## src/core/csp_pkg.sv

```systemverilog
// shared constants and types of the cache data ram port
package csp_pkg;

    localparam int ADDR_W = 15;
    localparam int DATA_W = 16;
    localparam int LANE_W = 2;

    // cache size selection codes
    localparam logic [1:0] SIZE_0K  = 2'h0;
    localparam logic [1:0] SIZE_16K = 2'h1;
    localparam logic [1:0] SIZE_32K = 2'h2;
    localparam logic [1:0] SIZE_64K = 2'h3;

    // organisation codes; the unused code behaves as four-way
    localparam logic [1:0] WAYS_DIRECT = 2'h0;
    localparam logic [1:0] WAYS_TWO    = 2'h1;
    localparam logic [1:0] WAYS_FOUR   = 2'h2;

    // word index bits of the smallest cache, one less than its size code adds
    localparam int WORD_BITS_BASE = 12;
    // processor clocks per memory access
    localparam int ACCESS_CLKS = 2;
    // cycles from the end of the strobe phase to the response
    localparam int RSP_DELAY = 2;

    // reset values of the pins
    localparam logic [ADDR_W-1:0] ADDR_RST = 15'h0000;
    localparam logic [DATA_W-1:0] DATA_RST = 16'h0000;
    localparam logic [LANE_W-1:0] SEL_RST  = 2'h3;

    typedef enum logic [1:0] {
        CSP_IDLE   = 2'b00,
        CSP_SETUP  = 2'b01,
        CSP_STROBE = 2'b10
    } csp_phase_e;

endpackage : csp_pkg

```

## src/core/csp_seq_if.sv

```systemverilog
// carrier between the pin controller and the access sequencer
interface csp_seq_if;
    logic                take;
    csp_pkg::csp_phase_e phase;

    modport ctrl (output take, input phase);
    modport seq  (input take, output phase);
endinterface : csp_seq_if

```

## src/core/csp_port.sv

```systemverilog
// cache data ram port: drives asynchronous static rams holding cache lines

// What this block does
// - drives cache rams directly, no glue
// - size 0K/16K/32K/64K, one/two/four ways
// - configuration comes from software inputs only
// - word address on bits 15 to 1
// - address bit two also shared out
// - sixteen bit data bus to rams
// - byte selects active low during accesses
// - write strobe low pulse in writes only
// - read strobe low pulse in reads only
// - byte write enables one select only
// - modes are read, write and idle
// - read drives address, selects, read strobe
// - address and selects lead read strobe
// - selects stay low for back-to-back access
// - write drives address, selects, data, strobe
// - idle holds pins steady, strobes inactive
// - every access lasts two clocks
module csp_port (
    input  wire logic                        sys_clk,
    input  wire logic                        sys_rst,
    input  wire logic                        clk_en,
    input  wire logic [1:0]                  cfg_size,
    input  wire logic [1:0]                  cfg_ways,
    input  wire logic                        req_valid,
    output logic                             req_ready,
    input  wire logic                        req_write,
    input  wire logic [csp_pkg::ADDR_W-1:0]  req_word,
    input  wire logic [1:0]                  req_way,
    input  wire logic [csp_pkg::LANE_W-1:0]  req_byte_en,
    input  wire logic [csp_pkg::DATA_W-1:0]  req_wdata,
    output logic                             rsp_valid,
    output logic [csp_pkg::DATA_W-1:0]       rsp_data,
    output logic [csp_pkg::ADDR_W:1]         cache_word_addr,
    output logic                             addr_bit_two_shared,
    output logic                             high_byte_select_n,
    output logic                             low_byte_select_n,
    output logic                             write_strobe_n,
    output logic                             read_strobe_n,
    output logic [csp_pkg::DATA_W-1:0]       cache_data_out,
    output logic                             cache_data_oe,
    input  wire logic [csp_pkg::DATA_W-1:0]  cache_data_in
);

    // places the way number above the index that fits one way
    function automatic logic [csp_pkg::ADDR_W-1:0] map_word(
        input logic [1:0]                 size,
        input logic [1:0]                 ways,
        input logic [1:0]                 way,
        input logic [csp_pkg::ADDR_W-1:0] word
    );
        int                        way_bits;
        int                        shift;
        logic [csp_pkg::ADDR_W-1:0] mask;
        logic [csp_pkg::ADDR_W-1:0] way_part;
        way_bits = (ways == csp_pkg::WAYS_DIRECT) ? 0 : (ways == csp_pkg::WAYS_TWO) ? 1 : 2;
        shift    = csp_pkg::WORD_BITS_BASE + int'(size) - way_bits;
        mask     = csp_pkg::ADDR_W'((32'd1 << shift) - 32'd1);
        way_part = csp_pkg::ADDR_W'(32'(way & 2'(((32'd1 << way_bits) - 32'd1))) << shift);
        return way_part | (word & mask);
    endfunction

    csp_seq_if seq_bus ();

    csp_seq u_seq (
        .sys_clk (sys_clk),
        .sys_rst (sys_rst),
        .clk_en  (clk_en),
        .bus     (seq_bus)
    );

    logic                        cur_write;
    logic [csp_pkg::DATA_W-1:0]  data_sync1;
    logic [csp_pkg::DATA_W-1:0]  data_sync2;
    logic                        rd_pend1;
    logic                        rd_pend2;

    wire in_idle     = seq_bus.phase == csp_pkg::CSP_IDLE;
    wire in_setup    = seq_bus.phase == csp_pkg::CSP_SETUP;
    wire in_strobe   = seq_bus.phase == csp_pkg::CSP_STROBE;
    // a zero sized cache takes no accesses
    wire cache_on    = cfg_size != csp_pkg::SIZE_0K;
    // a new request is taken in idle or in the last clock of an access
    wire take        = req_valid && req_ready;
    // address layout follows the configuration inputs
    wire [csp_pkg::ADDR_W-1:0] mapped = map_word(cfg_size, cfg_ways, req_way, req_word);
    wire strobe_end  = in_strobe && !take;

    assign req_ready    = cache_on && (in_idle || in_strobe);
    assign seq_bus.take = take;
    // bit two also feeds the coprocessor
    assign addr_bit_two_shared = cache_word_addr[2];

    // address changes only when an access is taken
    always_ff @(posedge sys_clk) begin
        if (sys_rst) begin
            cache_word_addr <= csp_pkg::ADDR_RST;
            cur_write       <= 1'b0;
        end else if (clk_en && take) begin
            cache_word_addr <= mapped;
            cur_write       <= req_write;
        end
    end

    // only the enabled lanes are selected
    always_ff @(posedge sys_clk) begin
        if (sys_rst) begin
            {high_byte_select_n, low_byte_select_n} <= csp_pkg::SEL_RST;
        end else if (clk_en) begin
            if (take) begin
                {high_byte_select_n, low_byte_select_n} <= ~req_byte_en;
            end else if (strobe_end) begin
                {high_byte_select_n, low_byte_select_n} <= csp_pkg::SEL_RST;
            end
        end
    end

    // strobes fall one clock after address and selects
    always_ff @(posedge sys_clk) begin
        if (sys_rst) begin
            write_strobe_n <= 1'b1;
            read_strobe_n  <= 1'b1;
        end else if (clk_en) begin
            write_strobe_n <= !(in_setup && cur_write);
            read_strobe_n  <= !(in_setup && !cur_write);
        end
    end

    // write data driven from setup to the end of the strobe
    always_ff @(posedge sys_clk) begin
        if (sys_rst) begin
            cache_data_out <= csp_pkg::DATA_RST;
            cache_data_oe  <= 1'b0;
        end else if (clk_en) begin
            if (take) begin
                cache_data_oe <= req_write;
                if (req_write) begin
                    cache_data_out <= req_wdata;
                end
            end else if (strobe_end) begin
                cache_data_oe <= 1'b0;
            end
        end
    end

    // read data from the rams passes two flip-flops
    always_ff @(posedge sys_clk) begin
        if (sys_rst) begin
            data_sync1 <= csp_pkg::DATA_RST;
            data_sync2 <= csp_pkg::DATA_RST;
        end else if (clk_en) begin
            data_sync1 <= cache_data_in;
            data_sync2 <= data_sync1;
        end
    end

    // read response follows the synchroniser delay
    always_ff @(posedge sys_clk) begin
        if (sys_rst) begin
            rd_pend1  <= 1'b0;
            rd_pend2  <= 1'b0;
            rsp_valid <= 1'b0;
            rsp_data  <= csp_pkg::DATA_RST;
        end else if (clk_en) begin
            rd_pend1  <= in_strobe && !cur_write;
            rd_pend2  <= rd_pend1;
            rsp_valid <= rd_pend2;
            if (rd_pend2) begin
                rsp_data <= data_sync2;
            end
        end
    end

    property p_lead_read;
        @(posedge sys_clk) disable iff (sys_rst || !clk_en)
        $fell(read_strobe_n) |-> $stable(cache_word_addr)
            && $past(!high_byte_select_n || !low_byte_select_n);
    endproperty
    a_lead_read: assert property (p_lead_read) else $error("read strobe before select");

    property p_write_only;
        @(posedge sys_clk) disable iff (sys_rst)
        !write_strobe_n |-> cache_data_oe && cur_write && read_strobe_n;
    endproperty
    a_write_only: assert property (p_write_only) else $error("write strobe outside write");

    property p_read_released;
        @(posedge sys_clk) disable iff (sys_rst)
        !read_strobe_n |-> !cache_data_oe && !cur_write && write_strobe_n;
    endproperty
    a_read_released: assert property (p_read_released) else $error("bus driven in read");

    property p_drive_write;
        @(posedge sys_clk) disable iff (sys_rst)
        cache_data_oe |-> cur_write && !in_idle;
    endproperty
    a_drive_write: assert property (p_drive_write) else $error("data driven outside write");

    property p_idle_quiet;
        @(posedge sys_clk) disable iff (sys_rst || !clk_en)
        in_idle && $past(in_idle) |-> read_strobe_n && write_strobe_n && !cache_data_oe
            && high_byte_select_n && low_byte_select_n && $stable(cache_word_addr);
    endproperty
    a_idle_quiet: assert property (p_idle_quiet) else $error("idle pins not steady");

    property p_select_lanes;
        @(posedge sys_clk) disable iff (sys_rst || !clk_en)
        take |=> {high_byte_select_n, low_byte_select_n} == ~$past(req_byte_en)
            && cache_word_addr == $past(mapped);
    endproperty
    a_select_lanes: assert property (p_select_lanes) else $error("wrong selects");

    property p_back_to_back;
        @(posedge sys_clk) disable iff (sys_rst || !clk_en)
        in_strobe && take && (req_byte_en != 2'h0)
            |=> !high_byte_select_n || !low_byte_select_n;
    endproperty
    a_back_to_back: assert property (p_back_to_back) else $error("selects dropped");

    property p_read_timing;
        @(posedge sys_clk) disable iff (sys_rst || !clk_en)
        take && !req_write |=> read_strobe_n ##1 !read_strobe_n ##1 read_strobe_n
            ##2 rsp_valid;
    endproperty
    a_read_timing: assert property (p_read_timing) else $error("read sequence wrong");

    property p_write_timing;
        @(posedge sys_clk) disable iff (sys_rst || !clk_en)
        take && req_write |=> cache_data_oe && write_strobe_n
            ##1 !write_strobe_n && cache_data_oe && cache_data_out == $past(req_wdata, 2);
    endproperty
    a_write_timing: assert property (p_write_timing) else $error("write sequence wrong");

endmodule // csp_port

```

## src/core/csp_seq.sv

```systemverilog
// two-clock access sequencer of the cache data ram port
module csp_seq (
    input  wire logic sys_clk,
    input  wire logic sys_rst,
    input  wire logic clk_en,
    csp_seq_if.seq    bus
);

    csp_pkg::csp_phase_e next_phase;

    always_comb begin
        case (bus.phase)
            csp_pkg::CSP_IDLE:   next_phase = bus.take ? csp_pkg::CSP_SETUP : csp_pkg::CSP_IDLE;
            csp_pkg::CSP_SETUP:  next_phase = csp_pkg::CSP_STROBE;
            csp_pkg::CSP_STROBE: next_phase = bus.take ? csp_pkg::CSP_SETUP : csp_pkg::CSP_IDLE;
            default:             next_phase = csp_pkg::CSP_IDLE;
        endcase
    end

    always_ff @(posedge sys_clk) begin
        if (sys_rst) begin
            bus.phase <= csp_pkg::CSP_IDLE;
        end else if (clk_en) begin
            bus.phase <= next_phase;
        end
    end

    property p_two_clocks;
        @(posedge sys_clk) disable iff (sys_rst || !clk_en)
        bus.take |=> bus.phase == csp_pkg::CSP_SETUP ##1 bus.phase == csp_pkg::CSP_STROBE;
    endproperty
    a_two_clocks: assert property (p_two_clocks) else $error("access not two clocks");

    property p_three_modes;
        @(posedge sys_clk) disable iff (sys_rst || !clk_en)
        bus.phase == csp_pkg::CSP_STROBE && !bus.take |=> bus.phase == csp_pkg::CSP_IDLE;
    endproperty
    a_three_modes: assert property (p_three_modes) else $error("no return to idle");

endmodule // csp_seq

```

## config.mk

```make
export PLATFORM = sky130hd
export DESIGN_NAME = csp_port
export DESIGN_NICKNAME = d
export VERILOG_FILES = /design/src/core/csp_pkg.sv /design/src/core/csp_seq_if.sv /design/src/core/csp_port.sv /design/src/core/csp_seq.sv
export SDC_FILE = /design/constraint.sdc
export NUM_CORES = 1
export LEC_CHECK = 0
export BUFFER_PORTS_ARGS = -buffer_cell sky130_fd_sc_hd__buf_2
export CAP_MARGIN = 25
export CORE_ASPECT_RATIO = 1.75
export CORE_UTILIZATION = 44
export DETAILED_ROUTE_END_ITERATION = 12
export GPL_TIMING_DRIVEN = 0
export PLACE_DENSITY_LB_ADDON = 0.08
export SYNTH_ARGS = -nofsm -noshare
export SYNTH_HDL_FRONTEND = slang
export SYNTH_HIERARCHICAL = 1
export SYNTH_SLANG_ARGS = --single-unit
```

## constraint.sdc

```tcl
create_clock -name sys_clk -period 4.23 [get_ports sys_clk]
set_input_delay 1.0575 -clock sys_clk [delete_from_list [all_inputs] [get_ports sys_clk]]
set_output_delay 1.0575 -clock sys_clk [all_outputs]
set_load 0.02 [all_outputs]
```

; ---- Yosys cells after proc, flatten, opt, wreduce, memory -nomap -nowiden
; Index checks and enable logic that the tools add are counted.
; Widths: inputs -> output; s select.
[word_totals]
regBits = 90
in_bits = 60
out_inout_bits = 55
wordCells = 58
[classes]
n_addsub = 4
eq_ne = 3
shifts = 3
n_mux = 9
n_bitwise = 4
reduce_logical = 20
[op_table]
columns = cell, count
row1 = $shl 1x32->15 const A, 1
row2 = $shl 2x32->15, 1
row3 = $and 15x15->15, 1
row4 = $or 15x15->15, 1
row5 = $sub 15x1->15 const B, 1
row6 = $logic_and 1x1->1, 7
row7 = $mux 1, 6
row8 = $sub 5x2->6, 1
row9 = $add 4x2->5 const A, 1
row10 = $eq 2x1->1 const B, 2
row11 = $logic_not 1->1, 4
row12 = $logic_not 2->1, 2
row13 = $mux 2, 2
row14 = $pmux 2 s2, 1
row15 = $reduce_and 2->1, 2
row16 = $reduce_bool 2->1, 2
row17 = $reduce_and 3->1, 1
row18 = $and 2x2->2, 1
row19 = $eq 2x2->1 const B, 1
row20 = $not 2->2, 1
row21 = $reduce_or 2->1, 1
row22 = $shl 1x2->2 const A, 1
row23 = $sub 2x1->2 const B, 1
row24 = $logic_or 1x1->1, 1

; ---- Logic depth before layout (Yosys ltp)
; Gate-level depths: netlist of the first run.
[depth]
depth_word = 8
ltp_mapped = 11
ltp_nobuf = 9

; ---- Modules after synthesis
; Netlist of the first run, hierarchy kept.
[by_module_without_submodules]
columns = mod, n_inst, cells_each, area_per_inst_um2, seq_area_each_um2
row1 = csp_port, 1, 393, 3443.3, 1761.7
row2 = csp_seq, 1, 8, 81.3, 40.0

; ---- Worst setup path before layout of the first run
; OpenSTA, ideal clock, no wires.
[synth_path]
path_kind = input to register
start = in cfg_ways[0]
end = reg cache_word_addr[13] in the netlist's numbering
setup_ns = 0.133
arrival_ns = 3.327
t_required_ns = 4.097
path_slack_ns = 0.770
path_stages = 11
n_path_buf = 2
path_cell_list = nor2b_1 ha_1 fa_1 buf_2 nand3_1 ha_1 clkbuf_1 nor3b_1 a311o_1 a221oi_1 a211oi_1
[synth_via]
elab_chain_cells = 8
word_cells_on_any_way = 13
classes_between = add/sub (3) / eq/ne (1) / shift (3) / mux (2) / bitwise (3) / reduce/logical (1)
[synth_rtl]
columns = element, line
row1 = start: declaration, csp_port.sv:26  ; input wire logic [1:0] cfg_ways,
row2 = $eq 2x1->1, csp_port.sv:58  ; way_bits = (ways == csp_pkg::WAYS_DIRECT) ? 0 : (ways == csp_pkg::WAYS_TWO) ? 1 : 2;
row3 = $mux 2, csp_port.sv:58
row4 = $mux 2 *, csp_port.sv:58
row5 = $sub 5x2->6 or $shl 1x2->2 (tied branches), "csp_port.sv:59, csp_port.sv:61"
row6 = $shl 1x32->15 or $sub 2x1->2 (tied branches), "csp_port.sv:60, csp_port.sv:61"
row7 = $sub 15x1->15 or $and 2x2->2 (tied branches), "csp_port.sv:60, csp_port.sv:61"
row8 = $and 15x15->15 or $shl 2x32->15 (tied branches), "csp_port.sv:62, csp_port.sv:61"
row9 = $or 15x15->15 *, csp_port.sv:62  ; return way_part | (word & mask);
row10 = end signal: assignment, csp_port.sv:99  ; cache_word_addr <= csp_pkg::ADDR_RST;
row11 = end signal: assignment, csp_port.sv:102  ; cache_word_addr <= mapped;
row12 = end: declaration, csp_port.sv:36  ; output logic [csp_pkg::ADDR_W:1] cache_word_addr,
; Mark *: on every way between the ends. The rest lies on a longest branch, timed or not.
; A chain may end at the register's enable or synchronous reset.

; ---- Worst setup path after layout of the first run
; Ends and elaborated chain as after synthesis.

==> impl_metrics.yaml, run 1 <==
worst_setup_path:
  cp.arrival_ps: 3710
  rrSetupSlack_ps: 2590
  worstSetupPathType: "in2reg"
  critPathMaxFanout: 10
  worstPathRequired_ps: 4430
  start_kind: "primary input"
  ff2ff_path_depth: 5
  timing.rr.end: "cache_word_addr[3]"
  r2r-start: "u_seq/bus.phase[0]"
  cp-startpoint: "cfg_ways[0]"
  crit_end: "cache_word_addr[13]"
  cp-end-kind: "flop"
final_layout:
  layout_common_cells: "125 x buf_2, 90 x dfxtp_1, 69 x nand2_1"
  areaGrowthSynthToFinish_pct: 28.75
  fill_cells: 742
  nNetsFinal: 588
  final_common_cell: "buf_2"
  drive_above_1_share_pct: 27.74
  num_antenna_cells: 0
timing:
  hold_slack_ps: 450.9
  min_period_over_period_pct: 83.02
  slew_headroom_pct: 64.26
  rsz0062_at_grt: "false"
  post-route-min-period_ps: 3512
  slew_viol_final: 0
  setup_tns_ps: 0
  skew_ps: 4.009
  finalSetupViolations: 0
  max_freq_mhz: 284.7
  worstMarginPinSlew_ps: 536.1
  hold_viol: 0
clock_tree:
  ctsHtreeMaxLevel: 3
  cts_tree: "built"
  hold_buffers: 0
  cts.reportedPaths.clkPinSlew_ps: 60
  post-cts-setup-buffer-count: 0
  root_buffer: "clkbuf_16"
  insertion_delay_ps: 340
  cts_max_path_buffers: 2
  cts.sinks: 90
  numCtsBuffers: 9
  cts_resized: 0
power_and_ir_drop:
  powerDensity_mw_per_mm2: 436.9
  p_leak_nw: 2.039
  vdd_ir_drop_max_uv: 276.9
run:
  drv_cap: 0
grt:
  gr-total-overflow: 0
  grt_start_max_net_pins: 16
  grt_pass1_wl_um: 14080
  antenna_found_initial: 0
  gr-usage-all-layers_pct: 21.36
  grt_pass1_vias: 3058
synth:
  synth-seq-cells: 90
  synth.yosys.seq_area_share_pct: 51.12
  synthesis.nets: 464
  synth-main-ff-cell: "dfxtp_1"
  syn_inst: 401
  avgSynthCellArea_um2: 8.790
  synth_edf_count: 0
  ys_async_sr_fraction_pct: 0
  synthDistinctLibCells: 42
  netlist_area_mm2: 0.003525
  yosys_warnings: 6
die:
  die_w_um: 69.66
  core_mm2: 0.007672
  ios: 115
  start_util_pct: 45.94
  die_area_mm2: 0.008386
  dieHeight_um: 120.4
  row_count: 42
detailed_routing:
  drtIter0Drc: 144
  post_drt_via_cell_ratio: 5.138
  drc: 0
  antenna_left: 0
  finalWirelength_um: 8585
  dr.pass1.iters: 4
  wl_per_cell_um: 13.89
  vias: 3175
run_status:
  outcome: "finished clean"
worst_hold_path:
  min_path_type: "reg2reg"
placement:
  dp_hpwl_um: 6442
  gp_congestion: 0.8689
  io_buffers: 113
kinds of logic after synthesis:
group,share of synthesized area [%]
and+or+nand+nor,21.48
DFF,51.12
AOI/OAI and AO/OA,11.15
buffers and inverters,4.793
muxes,9.691
adders and majority gates,1.278
xor gates and xnor gates,0.4971
cells in the mapped netlist, types with 3 or more instances:
master,count,area share (%)
nor2_1,46,4.9
nand2_1,69,7.3
nand3b_1,5,1.1
nor3_1,5,0.71
inv_1,6,0.64
nand4b_1,4,0.99
a21oi_1,46,6.5
buf_2,12,1.7
a221oi_1,3,0.75
nand3_1,23,3.3
o21ai_0,4,0.57
dfxtp_1,90,51
mux2i_1,33,9.4
a211oi_1,3,0.64
nand2b_1,3,0.53
clkbuf_1,16,1.7
power by group:
group / switching (W) / internal (W) / total, W
clock network: 0.000330 / 0.000553 / 0.000883
logic: 0.000120 / 0.0000874 / 0.000208
registers: 0.0000153 / 0.000877 / 0.000892
total: 0.000466 / 0.00152 / 0.00198
state kept, by name, indices dropped and copies added, names as in the netlist, 2 cells and up:
| signal | cells |
|---|---|
| u_seq/bus.phase | 2 |
| data_sync2 | 16 |
| cache_data_out | 16 |
| cache_word_addr | 15 |
| rsp_data | 16 |
| data_sync1 | 16 |
cell type report:
cell class / count / area [µm²] / share of cell area (%)
Multi-Input combinational cell: 273 / 1554 / 34.24
Inverter: 6 / 22.52 / 0.4963
Buffer: 32 / 146.4 / 3.226
Clock buffer: 11 / 252.7 / 5.569
Tap cell: 88 / 110.1 / 2.426
Timing Repair Buffer: 113 / 565.5 / 12.46
Sequential cell: 90 / 1802 / 39.70
Clock inverter: 5 / 85.08 / 1.875
per-stage QoR:
stage                     instances  util (%)  power [W]  area (µm²)  setup slack (ps)
after global placement          602     54.75   0.001114        4200             400.8
after floorplan                 401         -   0.001043        3525             769.5
final                           618     59.15   0.001983        4538             718.1
after global routing            618     59.15   0.002051        4538             563.7
after detailed placement        602     54.75   0.001120        4200             358.7
after CTS                       618     59.15   0.002002        4538             717.6
per-layer routing:
metal	up-vias	share of wire (%)	track usage, %
li1	1598	-	-
met1	1470	39	22.72
met2	89	53	38.35
met3	18	4.9	5.250
met4	0	2.5	11.38
met5	-	0	0
critical path: stages:
cell,delay (ps)
buf_2,110
nor2b_1,130
ha_1,190
fa_1,570
buf_2,230
nand3_1,150
ha_1,210
clkbuf_1,180
nor3b_1,180
a311o_1,270
a221oi_1,300
a211oi_1,110
worst min path at each step:
stage | startpoint | endpoint | slack [ps] | cells after the start
global placement | data_sync2[7] | rsp_data[7] | 440 | 2
CTS | data_sync2[3] | rsp_data[3] | 450 | 2
floorplan | data_sync2[0] | rsp_data[0] | 430 | 2
global route | cache_data_out[10] | cache_data_out[10] | 470 | 2
detailed placement | data_sync2[3] | rsp_data[3] | 440 | 2
finish | rsp_data[3] | rsp_data[3] | 450 | 2
Note: power is estimated with default switching activity, not from simulation.
==> run 2, diff against run 1 <==
==> constraint.sdc (replaced) <==
create_clock -name sys_clk -period 3 [get_ports sys_clk]
set_input_delay 0.75 -clock sys_clk [delete_from_list [all_inputs] [get_ports sys_clk]]
set_output_delay 0.75 -clock sys_clk [all_outputs]
set_load 0.02 [all_outputs]
==> impl_metrics.yaml, run 2 (synthesized netlist as in run 1, its figures left out) <==
die:
  start_util_pct: 45.94
  core_mm2: 0.007672
  row_count: 42
  ios: 115
  die_w_um: 69.66
  dieHeight_um: 120.4
  die_area_mm2: 0.008386
clock_tree:
  insertion_delay_ps: 330
  numCtsBuffers: 9
  cts_tree: "built"
  cts.reportedPaths.clkPinSlew_ps: 60
  hold_buffers: 0
  cts_max_path_buffers: 2
  cts.sinks: 90
  root_buffer: "clkbuf_16"
  ctsHtreeMaxLevel: 3
timing:
  max_freq_mhz: 341.9
  skew_ps: 7.080
  post-route-min-period_ps: 2925
  finalSetupViolations: 0
  slew_headroom_pct: 60.33
  setup_tns_ps: 0
  hold_viol: 0
  hold_slack_ps: 449.4
  worstMarginPinSlew_ps: 595.0
  rsz0062_at_grt: "false"
  min_period_over_period_pct: 97.49
  slew_viol_final: 0
  fin_ws_ps: 75.41
placement:
  placedCellCount: 602
  place_ws_ps: -420.9
  io_buffers: 113
  gp_congestion: 0.8486
  dp_hpwl_um: 6487
final_layout:
  drive_above_1_share_pct: 29.32
  layout_common_cells: "124 x buf_2, 90 x dfxtp_1, 69 x nand2_1"
  final_cells: 620
  fill_cells: 721
  num_antenna_cells: 0
  final_common_cell: "buf_2"
  nNetsFinal: 590
  areaGrowthSynthToFinish_pct: 30.56
detailed_routing:
  drtIter0Drc: 102
  dr.pass1.iters: 4
  drc: 0
  wl_per_cell_um: 14.07
  finalWirelength_um: 8724
  post_drt_via_cell_ratio: 5.215
  antenna_left: 0
  vias: 3233
worst_setup_path:
  critPathMaxFanout: 7
  slowest_stage: "fa_2"
  r2r-start: "u_seq/bus.phase[0]"
  crit_path_cell_trace: "buf_2, nor2b_1, ha_2, fa_2, buf_6, nand3_4, ha_4, clkbuf_8, nor3b_1, a311o_1, a221oi_2, a211oi_1"
  worstPathRequired_ps: 3190
  cp-startpoint: "cfg_ways[0]"
  worstSetupPathType: "in2reg"
  critPathTopFamily: "adder cells"
  slowest_delay_ps: 560
  start_kind: "primary input"
  cp-end-kind: "flop"
  cp.arrival_ps: 3110
  path_buf_inv: 3
power_and_ir_drop:
  vdd_ir_drop_max_uv: 602.4
  p_leak_nw: 2.055
  p_sw_w: 0.0006469
  swShare_pct: 23.35
  p_clk_share_pct: 43.1
  combinationalPowerShare_pct: 11.4
  seqPwrFrac_pct: 45.4
  p_int_w: 0.002123
  powerDensity_mw_per_mm2: 602.0
grt:
  grt_pass1_wl_um: 13990
  grt_start_max_net_pins: 15
  grt_pass1_vias: 2975
  gr-total-overflow: 0
  gr-usage-all-layers_pct: 21.09
  antenna_found_initial: 0
worst_hold_path:
  min_path_type: "reg2reg"
  min-delay-start: "cache_data_out[7]"
run:
  drv_cap: 0
run_status:
  outcome: "finished clean"
[run 2: worst paths after layout]
path | end | slack (ps) | cells after the start
worst min-delay path | cache_data_out[7] | 450 | 2
worst max-delay path | cache_word_addr[13] | 80 | 12
worst max register to register | cache_data_out[15] | 1340 | 5
worst min register to register | cache_data_out[7] | 450 | 2
[run 2: metal layers]
| layer | share of wire [%] | track usage, % | routed length (µm) | vias up |
|---|---|---|---|---|
| met3 | 4.1 | 4.583 | 359 | 6 |
| met2 | 56 | 39.68 | 4879 | 91 |
| met5 | 0 | 0 | 0 | - |
| met4 | 1.2 | 8.500 | 104 | 0 |
| met1 | 39 | 22.41 | 3379 | 1524 |
| li1 | - | - | - | 1612 |
[run 2: layout make-up]
class	instances	area [µm²]	area share, %
Timing Repair Buffer	115	580.6	12.62
Tap cell	88	110.1	2.393
Multi-Input combinational cell	273	1603	34.83
Clock inverter	5	77.57	1.686
Inverter	6	22.52	0.4894
Clock buffer	11	242.7	5.275
Buffer	32	163.9	3.562
Sequential cell	90	1802	39.15
[run 2: what timing repair did]
item / CTS / global route
gates resized for setup: 1 / 0
endpoints found under the hold margin: 0 / 0
pin swaps: 2 / 1
buffers inserted: 1 / 1
setup endpoints to repair: 1 / 1
[run 2: tightest hold or removal path: cells and delay by family, from the launching register on]
family / cells / cell delay, ps
DFF: 1 / 300
and+or+nand+nor: 1 / 50
AOI/OAI and AO/OA: 1 / 50
[run 2: power groups by stage]
stage	Combinational, W	Clock [W]	Sequential [W]
floorplan	0.000183	0	0.00130
global route	0.000347	0.00126	0.00126
CTS	0.000316	0.00122	0.00126
global placement	0.000306	0	0.00128
detailed placement	0.000311	0	0.00129
finish	0.000317	0.00119	0.00126
[run 2: through the flow]
step,total power (W),util [%],cell area [µm²]
final,0.002770,59.98,4602
after global placement,0.001590,55.59,4265
after floorplan,0.001487,-,3590
after global routing,0.002866,59.98,4602
after CTS,0.002793,59.88,4594
after detailed placement,0.001597,55.59,4265
